**src/inc/rsg_regs.vh**
```
// constants shared by the security state guard for error records
`ifndef RSG_REGS_VH
`define RSG_REGS_VH

// requester security state codes
`define RSG_ST_SEC 2'h0
`define RSG_ST_NSEC 2'h1
`define RSG_ST_ROOT 2'h2
`define RSG_ST_REALM 2'h3

// field selectors on the access port
`define RSG_SEL_ADDR 4'h0
`define RSG_SEL_MISC 4'h1
`define RSG_SEL_STATUS 4'h2
`define RSG_SEL_COUNT 4'h3
`define RSG_SEL_NODE 4'h4
`define RSG_SEL_DATA 4'h5
`define RSG_SEL_DED 4'h6
`define RSG_SEL_LOCK 4'h7
`define RSG_SEL_SIG 4'h8
`define RSG_SEL_INJ 4'h9
`define RSG_SEL_OPEN 4'ha

// detection and correction resource classes (bit positions)
`define RSG_DED_ROOT 0
`define RSG_DED_SEC 1
`define RSG_DED_REALM 2
`define RSG_DED_SHARED 3

// status field positions
`define RSG_STS_VALID 0
`define RSG_STS_AVALID 1
`define RSG_STS_INJ 2
`define RSG_STS_PT 3
`define RSG_STS_ENC 4
`define RSG_STS_SEV_LO 8

// signalling control positions
`define RSG_SIG_REC 0
`define RSG_SIG_SIG 1

// injection control positions
`define RSG_INJ_ARM 16

// reset values
`define RSG_RST_DED 4'hf
`define RSG_RST_LOCK 1'h1
`define RSG_RST_SIG 2'h3
`define RSG_RST_OPEN 1'h0

`endif

```
**src/logic/rsg_ctrl_gate.v**
```verilog
// write permission decode for guarded controls
`include "rsg_regs.vh"

module rsg_ctrl_gate (
   input wire [1:0] req_state_i,
   input wire root_lock_i,
   input wire inj_open_i,
   output wire [3:0] ded_ok_o,
   output wire lock_ok_o,
   output wire sig_ok_o,
   output wire inj_ok_o
);

   wire is_root;

   assign is_root = (req_state_i == `RSG_ST_ROOT);
   assign ded_ok_o[`RSG_DED_ROOT] = is_root;
   assign ded_ok_o[`RSG_DED_SEC] = is_root |
      (req_state_i == `RSG_ST_SEC);
   assign ded_ok_o[`RSG_DED_REALM] = is_root |
      (req_state_i == `RSG_ST_REALM);
   assign ded_ok_o[`RSG_DED_SHARED] = is_root | ~root_lock_i;
   assign lock_ok_o = is_root;
   assign sig_ok_o = is_root;
   // injection reachable by others only once root opens it
   assign inj_ok_o = is_root | inj_open_i;

endmodule // rsg_ctrl_gate

```
**src/logic/rsg_inject.v**
```verilog
// countdown fault injector, never address triggered
`include "rsg_regs.vh"

module rsg_inject (
   input wire sys_clk_i,
   input wire resetn_i,
   input wire load_i,
   input wire arm_i,
   input wire [15:0] count_i,
   output reg fire_o
);

   reg [15:0] cnt;
   reg armed;

   // a delay count instead of an address match keeps access patterns
   // hidden from whoever sets up the injection
   always @(posedge sys_clk_i or negedge resetn_i) begin
      if (!resetn_i) begin
         cnt <= 16'h0000;
         armed <= 1'b0;
         fire_o <= 1'b0;
      end else begin
         fire_o <= 1'b0;
         if (load_i) begin
            cnt <= count_i;
            armed <= arm_i;
         end else if (armed) begin
            if (cnt == 16'h0000) begin
               fire_o <= 1'b1;
               armed <= 1'b0;
            end else begin
               cnt <= cnt - 16'h0001;
            end
         end
      end
   end

endmodule // rsg_inject

```
**src/logic/rsg_guard.v**
```verilog
// error record access guard sorted by requester security state
//
// Functional notes
// - non-secure reader never sees secure, realm or root confidential data.
// - secure reader never sees realm or root confidential data.
// - realm reader never sees secure or root confidential data.
// - root reader sees every record field unfiltered.
// - address, unit ids, status, counters, node id go out unfiltered.
// - register or memory content of another state is confidential.
// - encrypted content without freshness is as confidential as plaintext.
// - root-only resource checking ignores disables from all other states.
// - secure-only resource checking ignores realm and non-secure disables.
// - realm-only resource checking ignores secure and non-secure disables.
// - shared resource checking config writable only by root when locked.
// - signalling and recording controls accept writes from root only.
// - error consumed by protection table read raises error exception.
// - protection table fetch errors report synchronously as check faults.
// - injected faults never expose an accessed address.
// - no injection triggered by access to a chosen address.
// - injection never corrupts stored memory data.
// - records stay readable by all states, sanitised per requester.
// - mixed-space records return content by requester security state.
`include "rsg_regs.vh"

module rsg_guard #(
   // arbitrary value
   parameter [15:0] NODE_ID = 16'h0001
) (
   input wire sys_clk_i,
   input wire resetn_i,
   input wire req_valid_i,
   input wire req_write_i,
   input wire [1:0] req_state_i,
   input wire [3:0] req_sel_i,
   input wire [31:0] req_wdata_i,
   input wire err_valid_i,
   input wire [1:0] err_owner_i,
   input wire [31:0] err_addr_i,
   input wire [31:0] err_data_i,
   input wire err_enc_i,
   input wire [15:0] err_fru_i,
   input wire [7:0] err_sev_i,
   input wire pt_fetch_err_i,
   input wire [31:0] pt_addr_i,
   output reg rd_valid_o,
   output reg [31:0] rd_data_o,
   output reg wr_ack_o,
   output reg [3:0] ded_en_o,
   output reg err_signal_o,
   output reg pt_check_fault_o,
   output reg err_exc_o
);

   // -----------------------------------------------------------------
   // visibility decode
   // -----------------------------------------------------------------
   // owner content is visible to root, to its own state, and to all
   // when the owner is non-secure
   function may_see;
      input [1:0] req;
      input [1:0] owner;
      begin
         if (req == `RSG_ST_ROOT)
            may_see = 1'b1;
         else if (owner == `RSG_ST_NSEC)
            may_see = 1'b1;
         else
            may_see = (req == owner);
      end
   endfunction

   function sel_is;
      input [3:0] sel;
      input [3:0] code;
      begin
         sel_is = (sel == code);
      end
   endfunction

   // -----------------------------------------------------------------
   // state
   // -----------------------------------------------------------------
   reg rec_valid;
   reg rec_avalid;
   reg rec_inj;
   reg rec_pt;
   reg rec_enc;
   reg [1:0] rec_owner;
   reg [31:0] rec_addr;
   reg [31:0] rec_data;
   reg [15:0] rec_fru;
   reg [7:0] rec_sev;
   reg [15:0] rec_count;
   reg root_lock;
   reg [1:0] sig_ctl;
   reg inj_open;
   reg [31:0] next_rd_data;

   wire [3:0] ded_ok;
   wire lock_ok;
   wire sig_ok;
   wire inj_ok;
   wire inj_fire;
   wire wr;
   wire rd;
   wire data_vis;
   wire new_err;
   wire [3:0] next_ded;
   wire wr_ded;
   wire wr_lock;
   wire wr_sig;
   wire wr_open;
   wire wr_clr;
   wire wr_cnt;
   wire wr_inj;

   assign wr = req_valid_i & req_write_i;
   assign rd = req_valid_i & ~req_write_i;
   // encrypted content keeps its owner, so it filters like plaintext
   assign data_vis = may_see(req_state_i, rec_owner);
   assign new_err = err_valid_i | pt_fetch_err_i | inj_fire;

   // -----------------------------------------------------------------
   // guarded write strobes
   // -----------------------------------------------------------------
   // a blocked write never raises its strobe, except wr_ded, which every state raises and next_ded masks per class
   assign wr_ded = wr & sel_is(req_sel_i, `RSG_SEL_DED);
   assign wr_lock = wr & sel_is(req_sel_i, `RSG_SEL_LOCK) & lock_ok;
   assign wr_sig = wr & sel_is(req_sel_i, `RSG_SEL_SIG) & sig_ok;
   assign wr_open = wr & sel_is(req_sel_i, `RSG_SEL_OPEN) & lock_ok;
   assign wr_clr = wr & sel_is(req_sel_i, `RSG_SEL_STATUS) & sig_ok;
   assign wr_cnt = wr & sel_is(req_sel_i, `RSG_SEL_COUNT) & sig_ok;
   assign wr_inj = wr & sel_is(req_sel_i, `RSG_SEL_INJ) & inj_ok;

   // -----------------------------------------------------------------
   // helpers
   // -----------------------------------------------------------------
   rsg_ctrl_gate u_gate (
      .req_state_i(req_state_i),
      .root_lock_i(root_lock),
      .inj_open_i(inj_open),
      .ded_ok_o(ded_ok),
      .lock_ok_o(lock_ok),
      .sig_ok_o(sig_ok),
      .inj_ok_o(inj_ok)
   );

   // the injector only raises an event; memory contents are untouched
   rsg_inject u_inj (
      .sys_clk_i(sys_clk_i),
      .resetn_i(resetn_i),
      .load_i(wr_inj),
      .arm_i(req_wdata_i[`RSG_INJ_ARM]),
      .count_i(req_wdata_i[15:0]),
      .fire_o(inj_fire)
   );

   // -----------------------------------------------------------------
   // read path
   // -----------------------------------------------------------------
   always @* begin
      next_rd_data = 32'h00000000;
      case (req_sel_i)
         `RSG_SEL_ADDR: next_rd_data = rec_addr;
         `RSG_SEL_MISC: next_rd_data = {16'h0000, rec_fru};
         `RSG_SEL_STATUS: begin
            next_rd_data[`RSG_STS_VALID] = rec_valid;
            next_rd_data[`RSG_STS_AVALID] = rec_avalid;
            next_rd_data[`RSG_STS_INJ] = rec_inj;
            next_rd_data[`RSG_STS_PT] = rec_pt;
            next_rd_data[`RSG_STS_ENC] = rec_enc;
            next_rd_data[`RSG_STS_SEV_LO+7:`RSG_STS_SEV_LO] = rec_sev;
         end
         `RSG_SEL_COUNT: next_rd_data = {16'h0000, rec_count};
         `RSG_SEL_NODE: next_rd_data = {16'h0000, NODE_ID};
         // confidential fields read as zero when hidden
         `RSG_SEL_DATA:
            next_rd_data = data_vis ? rec_data : 32'h00000000;
         `RSG_SEL_DED: next_rd_data = {28'h0000000, ded_en_o};
         `RSG_SEL_LOCK: next_rd_data = {31'h00000000, root_lock};
         `RSG_SEL_SIG: next_rd_data = {30'h00000000, sig_ctl};
         `RSG_SEL_OPEN: next_rd_data = {31'h00000000, inj_open};
         default: next_rd_data = 32'h00000000;
      endcase
   end

   // no state gate on reads: every state reaches the record, sanitised
   always @(posedge sys_clk_i or negedge resetn_i) begin
      if (!resetn_i) begin
         rd_valid_o <= 1'b0;
         rd_data_o <= 32'h00000000;
         wr_ack_o <= 1'b0;
      end else begin
         rd_valid_o <= rd;
         rd_data_o <= rd ? next_rd_data : 32'h00000000;
         // blocked writes are acknowledged like any other
         wr_ack_o <= wr;
      end
   end

   // -----------------------------------------------------------------
   // detection and correction enables
   // -----------------------------------------------------------------
   // an untrusted writer may turn checking on but never off
   genvar gi;
   generate
      for (gi = 0; gi < 4; gi = gi + 1) begin : g_ded
         assign next_ded[gi] = ded_ok[gi] ? req_wdata_i[gi] :
            (ded_en_o[gi] | req_wdata_i[gi]);
      end
   endgenerate

   always @(posedge sys_clk_i or negedge resetn_i) begin
      if (!resetn_i) begin
         ded_en_o <= `RSG_RST_DED;
         root_lock <= `RSG_RST_LOCK;
         sig_ctl <= `RSG_RST_SIG;
         inj_open <= `RSG_RST_OPEN;
      end else if (wr) begin
         if (wr_ded)
            ded_en_o <= next_ded;
         if (wr_lock)
            root_lock <= req_wdata_i[0];
         if (wr_sig)
            sig_ctl <= req_wdata_i[1:0];
         if (wr_open)
            inj_open <= req_wdata_i[0];
      end
   end

   // -----------------------------------------------------------------
   // record capture
   // -----------------------------------------------------------------
   // priority: table fetch error, then logged error, then injection.
   // a capture in the same cycle as a root clear wins over the clear.
   always @(posedge sys_clk_i or negedge resetn_i) begin
      if (!resetn_i) begin
         rec_valid <= 1'b0;
         rec_avalid <= 1'b0;
         rec_inj <= 1'b0;
         rec_pt <= 1'b0;
         rec_enc <= 1'b0;
         rec_owner <= `RSG_ST_ROOT;
         rec_addr <= 32'h00000000;
         rec_data <= 32'h00000000;
         rec_fru <= 16'h0000;
         rec_sev <= 8'h00;
         rec_count <= 16'h0000;
      end else if (new_err & sig_ctl[`RSG_SIG_REC]) begin
         rec_valid <= 1'b1;
         rec_count <= rec_count + 16'h0001;
         if (pt_fetch_err_i) begin
            rec_pt <= 1'b1;
            rec_inj <= 1'b0;
            rec_enc <= 1'b0;
            rec_avalid <= 1'b1;
            rec_owner <= `RSG_ST_ROOT;
            rec_addr <= pt_addr_i;
            rec_data <= 32'h00000000;
         end else if (err_valid_i) begin
            rec_pt <= 1'b0;
            rec_inj <= 1'b0;
            rec_enc <= err_enc_i;
            rec_avalid <= 1'b1;
            rec_owner <= err_owner_i;
            rec_addr <= err_addr_i;
            rec_data <= err_data_i;
            rec_fru <= err_fru_i;
            rec_sev <= err_sev_i;
         end else begin
            // address held and marked invalid so no access leaks out
            rec_inj <= 1'b1;
            rec_pt <= 1'b0;
            rec_avalid <= 1'b0;
            rec_data <= 32'h00000000;
         end
      end else if (wr_clr) begin
         if (req_wdata_i[`RSG_STS_VALID])
            rec_valid <= 1'b0;
      end else if (wr_cnt) begin
         rec_count <= req_wdata_i[15:0];
      end
   end

   // -----------------------------------------------------------------
   // error signalling
   // -----------------------------------------------------------------
   // table fetch errors always go back synchronously as a check fault,
   // independent of the signalling enable
   always @(posedge sys_clk_i or negedge resetn_i) begin
      if (!resetn_i) begin
         err_signal_o <= 1'b0;
         pt_check_fault_o <= 1'b0;
         err_exc_o <= 1'b0;
      end else begin
         err_signal_o <= new_err & sig_ctl[`RSG_SIG_SIG];
         pt_check_fault_o <= pt_fetch_err_i;
         err_exc_o <= pt_fetch_err_i;
      end
   end

endmodule // rsg_guard

```
**config.mk**
```make
export PLATFORM = sky130hd
export DESIGN_NAME = rsg_guard
export DESIGN_NICKNAME = d
export VERILOG_FILES = /design/src/logic/rsg_ctrl_gate.v /design/src/logic/rsg_inject.v /design/src/logic/rsg_guard.v
export VERILOG_INCLUDE_DIRS = /design/src /design/src/inc
export SDC_FILE = /design/constraint.sdc
export NUM_CORES = 1
export LEC_CHECK = 0
export BUFFER_PORTS_ARGS = -buffer_cell sky130_fd_sc_hd__buf_2
export CAP_MARGIN = 20
export CORE_MARGIN = 8
export CORE_UTILIZATION = 43
export DETAILED_ROUTE_END_ITERATION = 6
export PLACE_DENSITY = 0.67
export SLEW_MARGIN = 25
export SYNTH_ARGS = -nofsm -noshare
export SYNTH_HDL_FRONTEND = slang
export SYNTH_HIERARCHICAL = 1
export SYNTH_SLANG_ARGS = --single-unit
```
**constraint.sdc**
```tcl
create_clock -name sys_clk_i -period 4.05 [get_ports sys_clk_i]
set_input_delay 1.215 -clock sys_clk_i [delete_from_list [all_inputs] [get_ports sys_clk_i]]
set_output_delay 1.215 -clock sys_clk_i [all_outputs]
set_load 0.005 [all_outputs]
```
==> results.cfg, run 1 <==
[outcome]
status = finished, final reports clean

[drt]
wl_per_cell_um = 19.7
viasPerCell = 5.68
routed_wirelength_um = 22800
antenna_left = 0
drc = 0
vias = 6584
drt_iter0_drc = 516
first_pass_iters = 5

[cts]
htreeDepth = 4
cts_buffers = 17
cts_setup_buffers = 0
clkTransAtPathRegs_ns = 0.07
postCtsHoldBufs = 0
cts_resized = 0
cts_tree = built
clk_path_buf_depth = 2
clkLatencyLatePin_ns = 0.43
clock_sinks = 173
cts-root-buf = clkbuf_16

[placement]
gp_congestion = 0.830
hpwl_um = 16300
io_buffers = 192
post-place-ws_ns = 0.803

[critical_path]
start_kind = input port
critPathLaunch = req_sel_i[3]
reg2reg_from = u_inj/cnt[0]$_DFFE_PN0P_
cp-end-kind = flop
criticalPathCategory = in -> reg
critPathMaxFanout = 19
arrival_ns = 3.20
crit_required_ns = 4.39

[power]
combPwrFrac_pct = 17.1
power_leakage_nw = 4.57
peakVddDrop_mv = 0.291
intPower_mw = 3.38
power_frac_seq_pct = 50.2
switchingPower_mw = 1.49
power_density_nw_per_um2 = 499
p_clk_share_pct = 32.7
switching_share_pct = 30.5

[sta]
setup_viol = 0
worst_pin_slew_ns = 0.924
setup_ws_ns = 1.19
fin_tns_setup_ns = 0
final-max-slew-violation-count = 0
rsz0062_at_grt = false
fmax_mhz = 350
fin_skew_ns = 0.0106
fin_crit_ns = 2.86
hold_viol = 0
finalCritPeriodShare_pct = 70.5
maxSlewHeadroom_pct = 38.0

[synth]
ys_types = 70
synth_area_leaders = dfrtp_1 (52%), mux2i_1 (4.5%), a22o_1 (4.3%)
ys_seq_area_share_pct = 54.3
synth.most_common_cell = dfrtp_1
yosys-top-cells-count = dfrtp_1 (165), nand2_1 (70), o21ai_0 (46)
yosys_register_bits = 173
synth_edf_count = 0
syn-num-nets = 911
synthArstFlopShare_pct = 100
synth_top_area_share_pct = 51.6
syn_inst = 742
yosys_warnings = 6
synthFlopType = dfrtp_1
synthesis.area_um2 = 8000
syn_area_per_cell_um2 = 10.8
yosys.area.top_type = dfrtp_1

[floorplanning]
start_util_pct = 43.3
die-area_um2 = 23200
dieWidth_um = 152
rows = 50
core_area_um2 = 18500
die_y_um = 152
ios = 208

[grt]
grt_util_all_layers_pct = 19.6
grt_pass1_wl_um = 36200
grt_antenna_before_repair = 1
grt_max_degree = 65
gr-total-overflow = 0
grt_pass1_vias = 6626

[flow_run]
maxCapViolations = 0

[min_path]
worstHoldStart = rec_addr[13]$_DFFE_PN0P_
worstHoldPathType = reg -> reg

[final_layout]
n_antenna_cell = 0
nets = 1081
drive_gt1_share_pct = 31.8
fill_cells = 1676
syn_to_final_growth_pct = 21.9
==> power groups by stage <==
| stage | Clock [mW] | Sequential, mW | Combinational, mW |
|---|---|---|---|
| 3_3_place_gp | 0 | 2.45 | 0.805 |
| 3_5_place_dp | 0 | 2.46 | 0.836 |
| 6_report | 1.59 | 2.44 | 0.832 |
| 2_1_floorplan | 0 | 2.37 | 0.585 |
| 5_1_grt | 1.70 | 2.49 | 0.945 |
| 4_1_cts | 1.63 | 2.44 | 0.841 |
==> placed cells by master, fill, tap and decap left out, types with 6 or more instances in the layout <==
cell type    n
a211oi_1     6
a21oi_1     18
a22o_1      39
a22oi_1     39
a31oi_1     21
and3_1       8
buf_2      191
buf_4       13
clkbuf_16   17
dfrtp_1    165
dfstp_2      8
inv_1       13
inv_6        6
mux2_2      29
mux2i_1     36
nand2_1     70
nand3_1     17
nand4_1      8
nor2_1      42
nor2b_1      6
nor3_1      18
nor4_1       8
o21ai_0     46
or3_1        7
==> logic make-up (layout without fill, tap and decap cells) <==
family | after synthesis | count (layout) | share of synthesized area [%]
simple gates | 217 | 217 | 13.8
fa+ha+maj | 2 | 2 | 0.313
buf+inv | 70 | 253 | 3.82
compound gates | 215 | 215 | 19.2
mux | 65 | 65 | 8.59
flops | 173 | 173 | 54.3
==> state kept, by name, indices dropped and copies added, names as in the netlist <==
name	cells
rec_addr	32
u_inj/fire_o	1
u_inj/cnt	16
rec_enc	1
ded_en_o	4
u_inj/armed	1
err_exc_o	1
wr_ack_o	1
root_lock	1
rec_data	32
inj_open	1
rec_owner	2
rec_count	16
rd_data_o	32
rec_sev	8
rec_fru	16
sig_ctl	2
rec_avalid	1
rd_valid_o	1
err_signal_o	1
rec_inj	1
rec_pt	1
rec_valid	1
==> worst max-delay path, stage by stage <==
cell      delay (ns)
buf_2           0.26
nor2b_1         0.31
nand2_1         0.11
nor3_2          0.21
clkinv_1        0.53
o2111a_1        0.36
a211oi_1        0.21
==> cell type report <==
class	instances	area (um2)	area share [%]
clock buffer	17	425	4.36
clock inverter	15	145	1.49
inverter	14	52.6	0.539
multi-input combinational	499	3390	34.8
sequential	173	4340	44.5
tap	234	293	3.00
timing repair buffer	207	1100	11.3
==> metal layers <==
layer / part of all wire [%] / track usage [%] / wire length [um] / up-vias
li1: - / - / - / 3111
met1: 45 / 24.9 / 10200 / 3217
met2: 48 / 32.1 / 10900 / 220
met3: 5.0 / 4.91 / 1140 / 34
met4: 2.3 / 6.85 / 533 / 2
met5: 0.057 / 0 / 13 / -
==> through the flow <==
stage	power (mW)	hold slack (ns)	cell area, um2	cells	utilization (%)
after floorplan	2.95	0.447	8000	742	-
after global placement	3.26	0.462	9180	1127	49.7
after detailed placement	3.30	0.471	9180	1127	49.7
after CTS	4.90	0.487	9750	1159	52.8
after global routing	5.13	0.503	9750	1159	52.8
final	4.86	0.482	9750	1159	52.8
==> final timing paths <==
check / to / slack [ns] / depth (start not counted)
min in group asynchronous: u_inj/cnt[14]$_DFFE_PN0P_ / 0.78 / 1
max in group asynchronous: rec_addr[25]$_DFFE_PN0P_ / 2.47 / 2
hold / removal: rec_addr[13]$_DFFE_PN0P_ / 0.48 / 2
setup / recovery: u_inj/cnt[1]$_DFFE_PN0P_ / 1.19 / 7
setup reg to reg: u_inj/cnt[10]$_DFFE_PN0P_ / 1.63 / 6
hold reg to reg: rec_addr[13]$_DFFE_PN0P_ / 0.48 / 2
Power figures use the tool's default switching activity.
==> run 2: changes to the inputs <==
==> constraint.sdc (replaced) <==
create_clock -name sys_clk_i -period 2.9 [get_ports sys_clk_i]
set_input_delay 0.87 -clock sys_clk_i [delete_from_list [all_inputs] [get_ports sys_clk_i]]
set_output_delay 0.87 -clock sys_clk_i [all_outputs]
set_load 0.005 [all_outputs]
==> results.cfg, run 2 (synthesis gave the netlist of run 1 again) <==
[outcome]
status = finished, final reports clean

[grt]
grt_antenna_before_repair = 2
grt_use_met3_pct = 5.39
grt_util_all_layers_pct = 19.6
use_met1_pct = 24.7
grt.busiest_layer = met2
gr-total-overflow = 0
grt_pass1_vias = 6751
met2_usage_pct = 32.1
grt_max_degree = 66
grt_pass1_wl_um = 36400

[sta]
fin_crit_ns = 2.47
fin_tns_setup_ns = 0
setup_viol = 0
fin_skew_ns = 0.0102
setup_ws_ns = 0.433
maxSlewHeadroom_pct = 40.6
worst_pin_slew_ns = 0.884
whs_ns = 0.384
rsz0062_at_grt = false
final-max-slew-violation-count = 0
fmax_mhz = 405
finalCritPeriodShare_pct = 85.1
hold_viol = 0

[cts]
cts_resized = 0
cts_setup_buffers = 0
postCtsHoldBufs = 0
clkTransAtPathRegs_ns = 0.07
htreeDepth = 4
cts-root-buf = clkbuf_16
clkLatencyLatePin_ns = 0.43
clk_path_buf_depth = 2
cts_tree = built
cts_buffers = 17
clock_sinks = 173

[placement]
hpwl_um = 16100
gp_congestion = 0.864
dpl_cell_area_um2 = 9250
post-place-ws_ns = 0.236
place_inst = 1130
io_buffers = 192

[power]
intPower_mw = 4.71
switching_share_pct = 30.3
total_power_mw = 6.75
p_clk_share_pct = 32.1
power_density_nw_per_um2 = 688
switchingPower_mw = 2.05
combPwrFrac_pct = 17.4
power_leakage_nw = 4.57
peakVddDrop_mv = 0.399
power_frac_seq_pct = 50.5

[critical_path]
crit_chain = inv_1 -> ha_1 -> or4bb_1 -> or2_0 -> or4_1 -> a31oi_1
reg2reg_from = u_inj/cnt[0]$_DFFE_PN0P_
reg2reg_to = u_inj/cnt[10]$_DFFE_PN0P_
criticalPathCategory = reg -> reg
start_kind = flop
critPathSlowestCell = or4bb_1
crit_required_ns = 3.24
slowest_delay_ns = 0.58
critPathMaxFanout = 6
cp-end-kind = flop
worstRegToRegCells = 6
arrival_ns = 2.80
timing.reg2reg.setup_slack_ns = 0.43

[drt]
antenna_left = 0
first_pass_iters = 7
drc = 0
routed_wirelength_um = 22600
vias = 6568
wl_per_cell_um = 19.4
drt_iter0_drc = 483
viasPerCell = 5.65

[floorplanning]
core_area_um2 = 18500
ios = 208
dieWidth_um = 152
die-area_um2 = 23200
start_util_pct = 43.3
rows = 50
die_y_um = 152

[final_layout]
reg.largest.list = rd_data_o (32), rec_addr (32), rec_data (32)
layoutNonFillerInstCount = 1163
drive_gt1_share_pct = 32.0
layout_commonest_cell = buf_2
final_area_um2 = 9820
nets = 1084
syn_to_final_growth_pct = 22.7
post-route-util_pct = 53.2
final_cell_mix = buf_2 (191), dfrtp_1 (165), nand2_1 (70)

[flow_run]
maxCapViolations = 0

[min_path]
worstHoldPathType = in -> async
run 2: changes by cell type in the layout (fill, tap and decap cells not counted), sizes merged:
cell      before  now
buf          207  210
diode          0    1
clkinv         6    5
inv           23   19
clkinvlp       0    5
run 2: layout make-up:
class,instances,area [um2]
Multi-Input combinational cell,499,3390
Timing Repair Buffer,210,1180
Clock buffer,17,425
Antenna cell,1,2.50
Fill cell,1643,8640
Tap cell,234,293
Clock inverter,15,133
Inverter,14,52.6
Sequential cell,173,4340
run 2: metal layers:
metal / vias up / share of wire, %
li1: 3107 / -
met1: 3239 / 43
met2: 196 / 49
met3: 24 / 5.8
met4: 2 / 1.7
met5: - / 0.058
run 2: worst max-delay path by stage:
stage,startpoint,endpoint,cells past startpoint
floorplan,req_sel_i[3],u_inj/cnt[0]$_DFFE_PN0P_,9
global placement,req_sel_i[0],rd_data_o[8]$_DFF_PN0_,5
detailed placement,req_sel_i[0],rd_data_o[13]$_DFF_PN0_,5
CTS,u_inj/cnt[0]$_DFFE_PN0P_,u_inj/cnt[10]$_DFFE_PN0P_,6
global route,u_inj/cnt[0]$_DFFE_PN0P_,u_inj/cnt[10]$_DFFE_PN0P_,6
finish,u_inj/cnt[0]$_DFFE_PN0P_,u_inj/cnt[10]$_DFFE_PN0P_,6
run 2: worst max-delay path, delay by kind of cell, from the launching register on:
family	cells	cell delay (ns)
compound gates	1	0.20
flops	1	0.41
simple gates	3	1.42
fa+ha+maj	1	0.23
buf+inv	1	0.13
run 2: power by group through the flow:
stage	clock network, mW	logic [mW]	registers [mW]
after floorplan	0	0.817	3.31
after global placement	0	1.13	3.43
after detailed placement	0	1.18	3.44
after CTS	2.21	1.18	3.40
after global routing	2.30	1.34	3.49
final	2.16	1.18	3.41
==> run 3: changes to the inputs <==
==> constraint.sdc (replaced) <==
create_clock -name sys_clk_i -period 2.9 [get_ports sys_clk_i]
set_input_delay 0.29 -clock sys_clk_i [delete_from_list [all_inputs] [get_ports sys_clk_i]]
set_output_delay 0.29 -clock sys_clk_i [all_outputs]
set_load 0.005 [all_outputs]
==> results.cfg, run 3 (synthesis gave the netlist of run 1 again) <==
[floorplanning]
start_util_pct = 43.3
dieWidth_um = 152
die_y_um = 152
die-area_um2 = 23200
core_area_um2 = 18500
ios = 208
rows = 50

[critical_path]
timing.reg2reg.setup_slack_ns = 0.49
start_kind = flop
reg2reg_to = u_inj/cnt[10]$_DFFE_PN0P_
cp-end-kind = flop
arrival_ns = 2.75
criticalPathCategory = reg -> reg
reg2reg_from = u_inj/cnt[0]$_DFFE_PN0P_
cp_num_buf_inv = 1
critPathMaxFanout = 6
slowest_delay_ns = 0.59
crit_chain = inv_1 -> ha_1 -> or4bb_1 -> or2_0 -> or4_1 -> a31oi_1
cp_top_family = simple AND/OR/NAND/NOR gates
critPathSlowestCell = or4bb_1
worstRegToRegCells = 6
crit_required_ns = 3.24

[cts]
clkTransAtPathRegs_ns = 0.07
clock_sinks = 173
htreeDepth = 4
cts-root-buf = clkbuf_16
cts_buffers = 17
clk_path_buf_depth = 2
cts_tree = built
clkLatencyLatePin_ns = 0.43

[placement]
gp_congestion = 0.831
hpwl_um = 16100
place_inst = 1128
io_buffers = 192

[grt]
grt_max_degree = 68
grt_util_all_layers_pct = 19.4
grt_antenna_before_repair = 2
gr-total-overflow = 0
grt_pass1_vias = 6710
grt_pass1_wl_um = 36100

[sta]
maxSlewHeadroom_pct = 44.9
finalCritPeriodShare_pct = 83.3
fin_tns_setup_ns = 0
fmax_mhz = 414
rsz0062_at_grt = false
hold_viol = 0
worst_pin_slew_ns = 0.819
setup_viol = 0
final-max-slew-violation-count = 0
fin_crit_ns = 2.41
fin_skew_ns = 0.0105

[final_layout]
layout_commonest_cell = buf_2
nets = 1083
syn_to_final_growth_pct = 22.3
layoutNonFillerInstCount = 1162
fill_cells = 1661
drive_gt1_share_pct = 31.8
reg.largest.list = rd_data_o (32), rec_addr (32), rec_data (32)
final_cell_mix = buf_2 (191), dfrtp_1 (165), nand2_1 (70)

[drt]
wl_per_cell_um = 19.2
vias = 6547
first_pass_iters = 4
routed_wirelength_um = 22300
drt_iter0_drc = 387
viasPerCell = 5.63
antenna_left = 0
drc = 0

[power]
power_density_nw_per_um2 = 700
peakVddDrop_mv = 0.459
power_leakage_nw = 4.56

[min_path]
min_to = u_inj/armed$_DFF_PN0_
worstHoldPathType = in -> reg
holdPathStages = 3
worstHoldStart = req_wdata_i[16]

[flow_run]
maxCapViolations = 0

[outcome]
status = finished, final reports clean
## run 3: cell count changes in the layout (fill, tap and decap cells not counted), moves of 2 or more
cell and delta:
buf_4 +2, inv_6 +3, clkinv_2 -2, buf_12 -4
## run 3: report_power, final
group	total (mW)	internal (mW)	leakage [nW]	switching [mW]
Sequential	3.41	2.99	2.21	0.426
Combinational	1.16	0.587	2.08	0.574
Clock	2.28	1.24	0.277	1.04
## run 3: cell type report
cell class              instances  area, um2  share of cell area (%)
inverters                      14       52.6                   0.537
clock inverters                14        146                    1.50
multi-input cells             499       3390                    34.6
clock buffers                  18        439                    4.49
well taps                     234        293                    2.99
repair buffers                209       1120                    11.5
diodes                          1       2.50                  0.0256
flip-flops and latches        173       4340                    44.4
## run 3: repair_timing
action                    in CTS  in global routing
resized for setup              0                  0
hold endpoints to repair      63                  0
hold buffers                   1                  0
buffers inserted               0                  0
## run 3: how the worst max path moves through the flow
stage          depth (start not counted)                   endpoint  slack, ns                startpoint
6_report                               6  u_inj/cnt[10]$_DFFE_PN0P_       0.49  u_inj/cnt[0]$_DFFE_PN0P_
5_1_grt                                6  u_inj/cnt[10]$_DFFE_PN0P_       0.34  u_inj/cnt[0]$_DFFE_PN0P_
4_1_cts                                6  u_inj/cnt[10]$_DFFE_PN0P_       0.52  u_inj/cnt[0]$_DFFE_PN0P_
3_5_place_dp                           6  u_inj/cnt[10]$_DFFE_PN0P_       0.55  u_inj/cnt[0]$_DFFE_PN0P_
3_3_place_gp                           6  u_inj/cnt[10]$_DFFE_PN0P_       0.62  u_inj/cnt[0]$_DFFE_PN0P_
2_1_floorplan                          7  u_inj/cnt[10]$_DFFE_PN0P_       0.75  u_inj/cnt[0]$_DFFE_PN0P_
## run 3: stage by stage
stage               worst slack [ns]  total power, mW  util (%)  area, um2  hold WS, ns
CTS                            0.522             6.90      53.0       9780       0.0526
detailed placement             0.553             4.61      49.8       9190        0.326
floorplan                      0.750             4.13         -       8000     -0.00559
finish                         0.485             6.85      53.0       9780       0.0673
global placement               0.618             4.54      49.8       9190        0.321
global route                   0.336             7.22      53.0       9780       0.0594
## run 3: routing by layer
layer / share of wire, % / vias up / GRT usage [%]
li1: - / 3114 / -
met1: 44 / 3234 / 24.7
met2: 49 / 177 / 32.4
met3: 4.7 / 20 / 4.62
met4: 1.6 / 2 / 5.85
met5: 0.036 / - / 0
## run 3: worst register-to-register path: stages (launching register included)
cell	delay [ns]
dfrtp_1	0.40
inv_1	0.12
ha_1	0.24
or4bb_1	0.59
or2_0	0.35
or4_1	0.45
a31oi_1	0.18
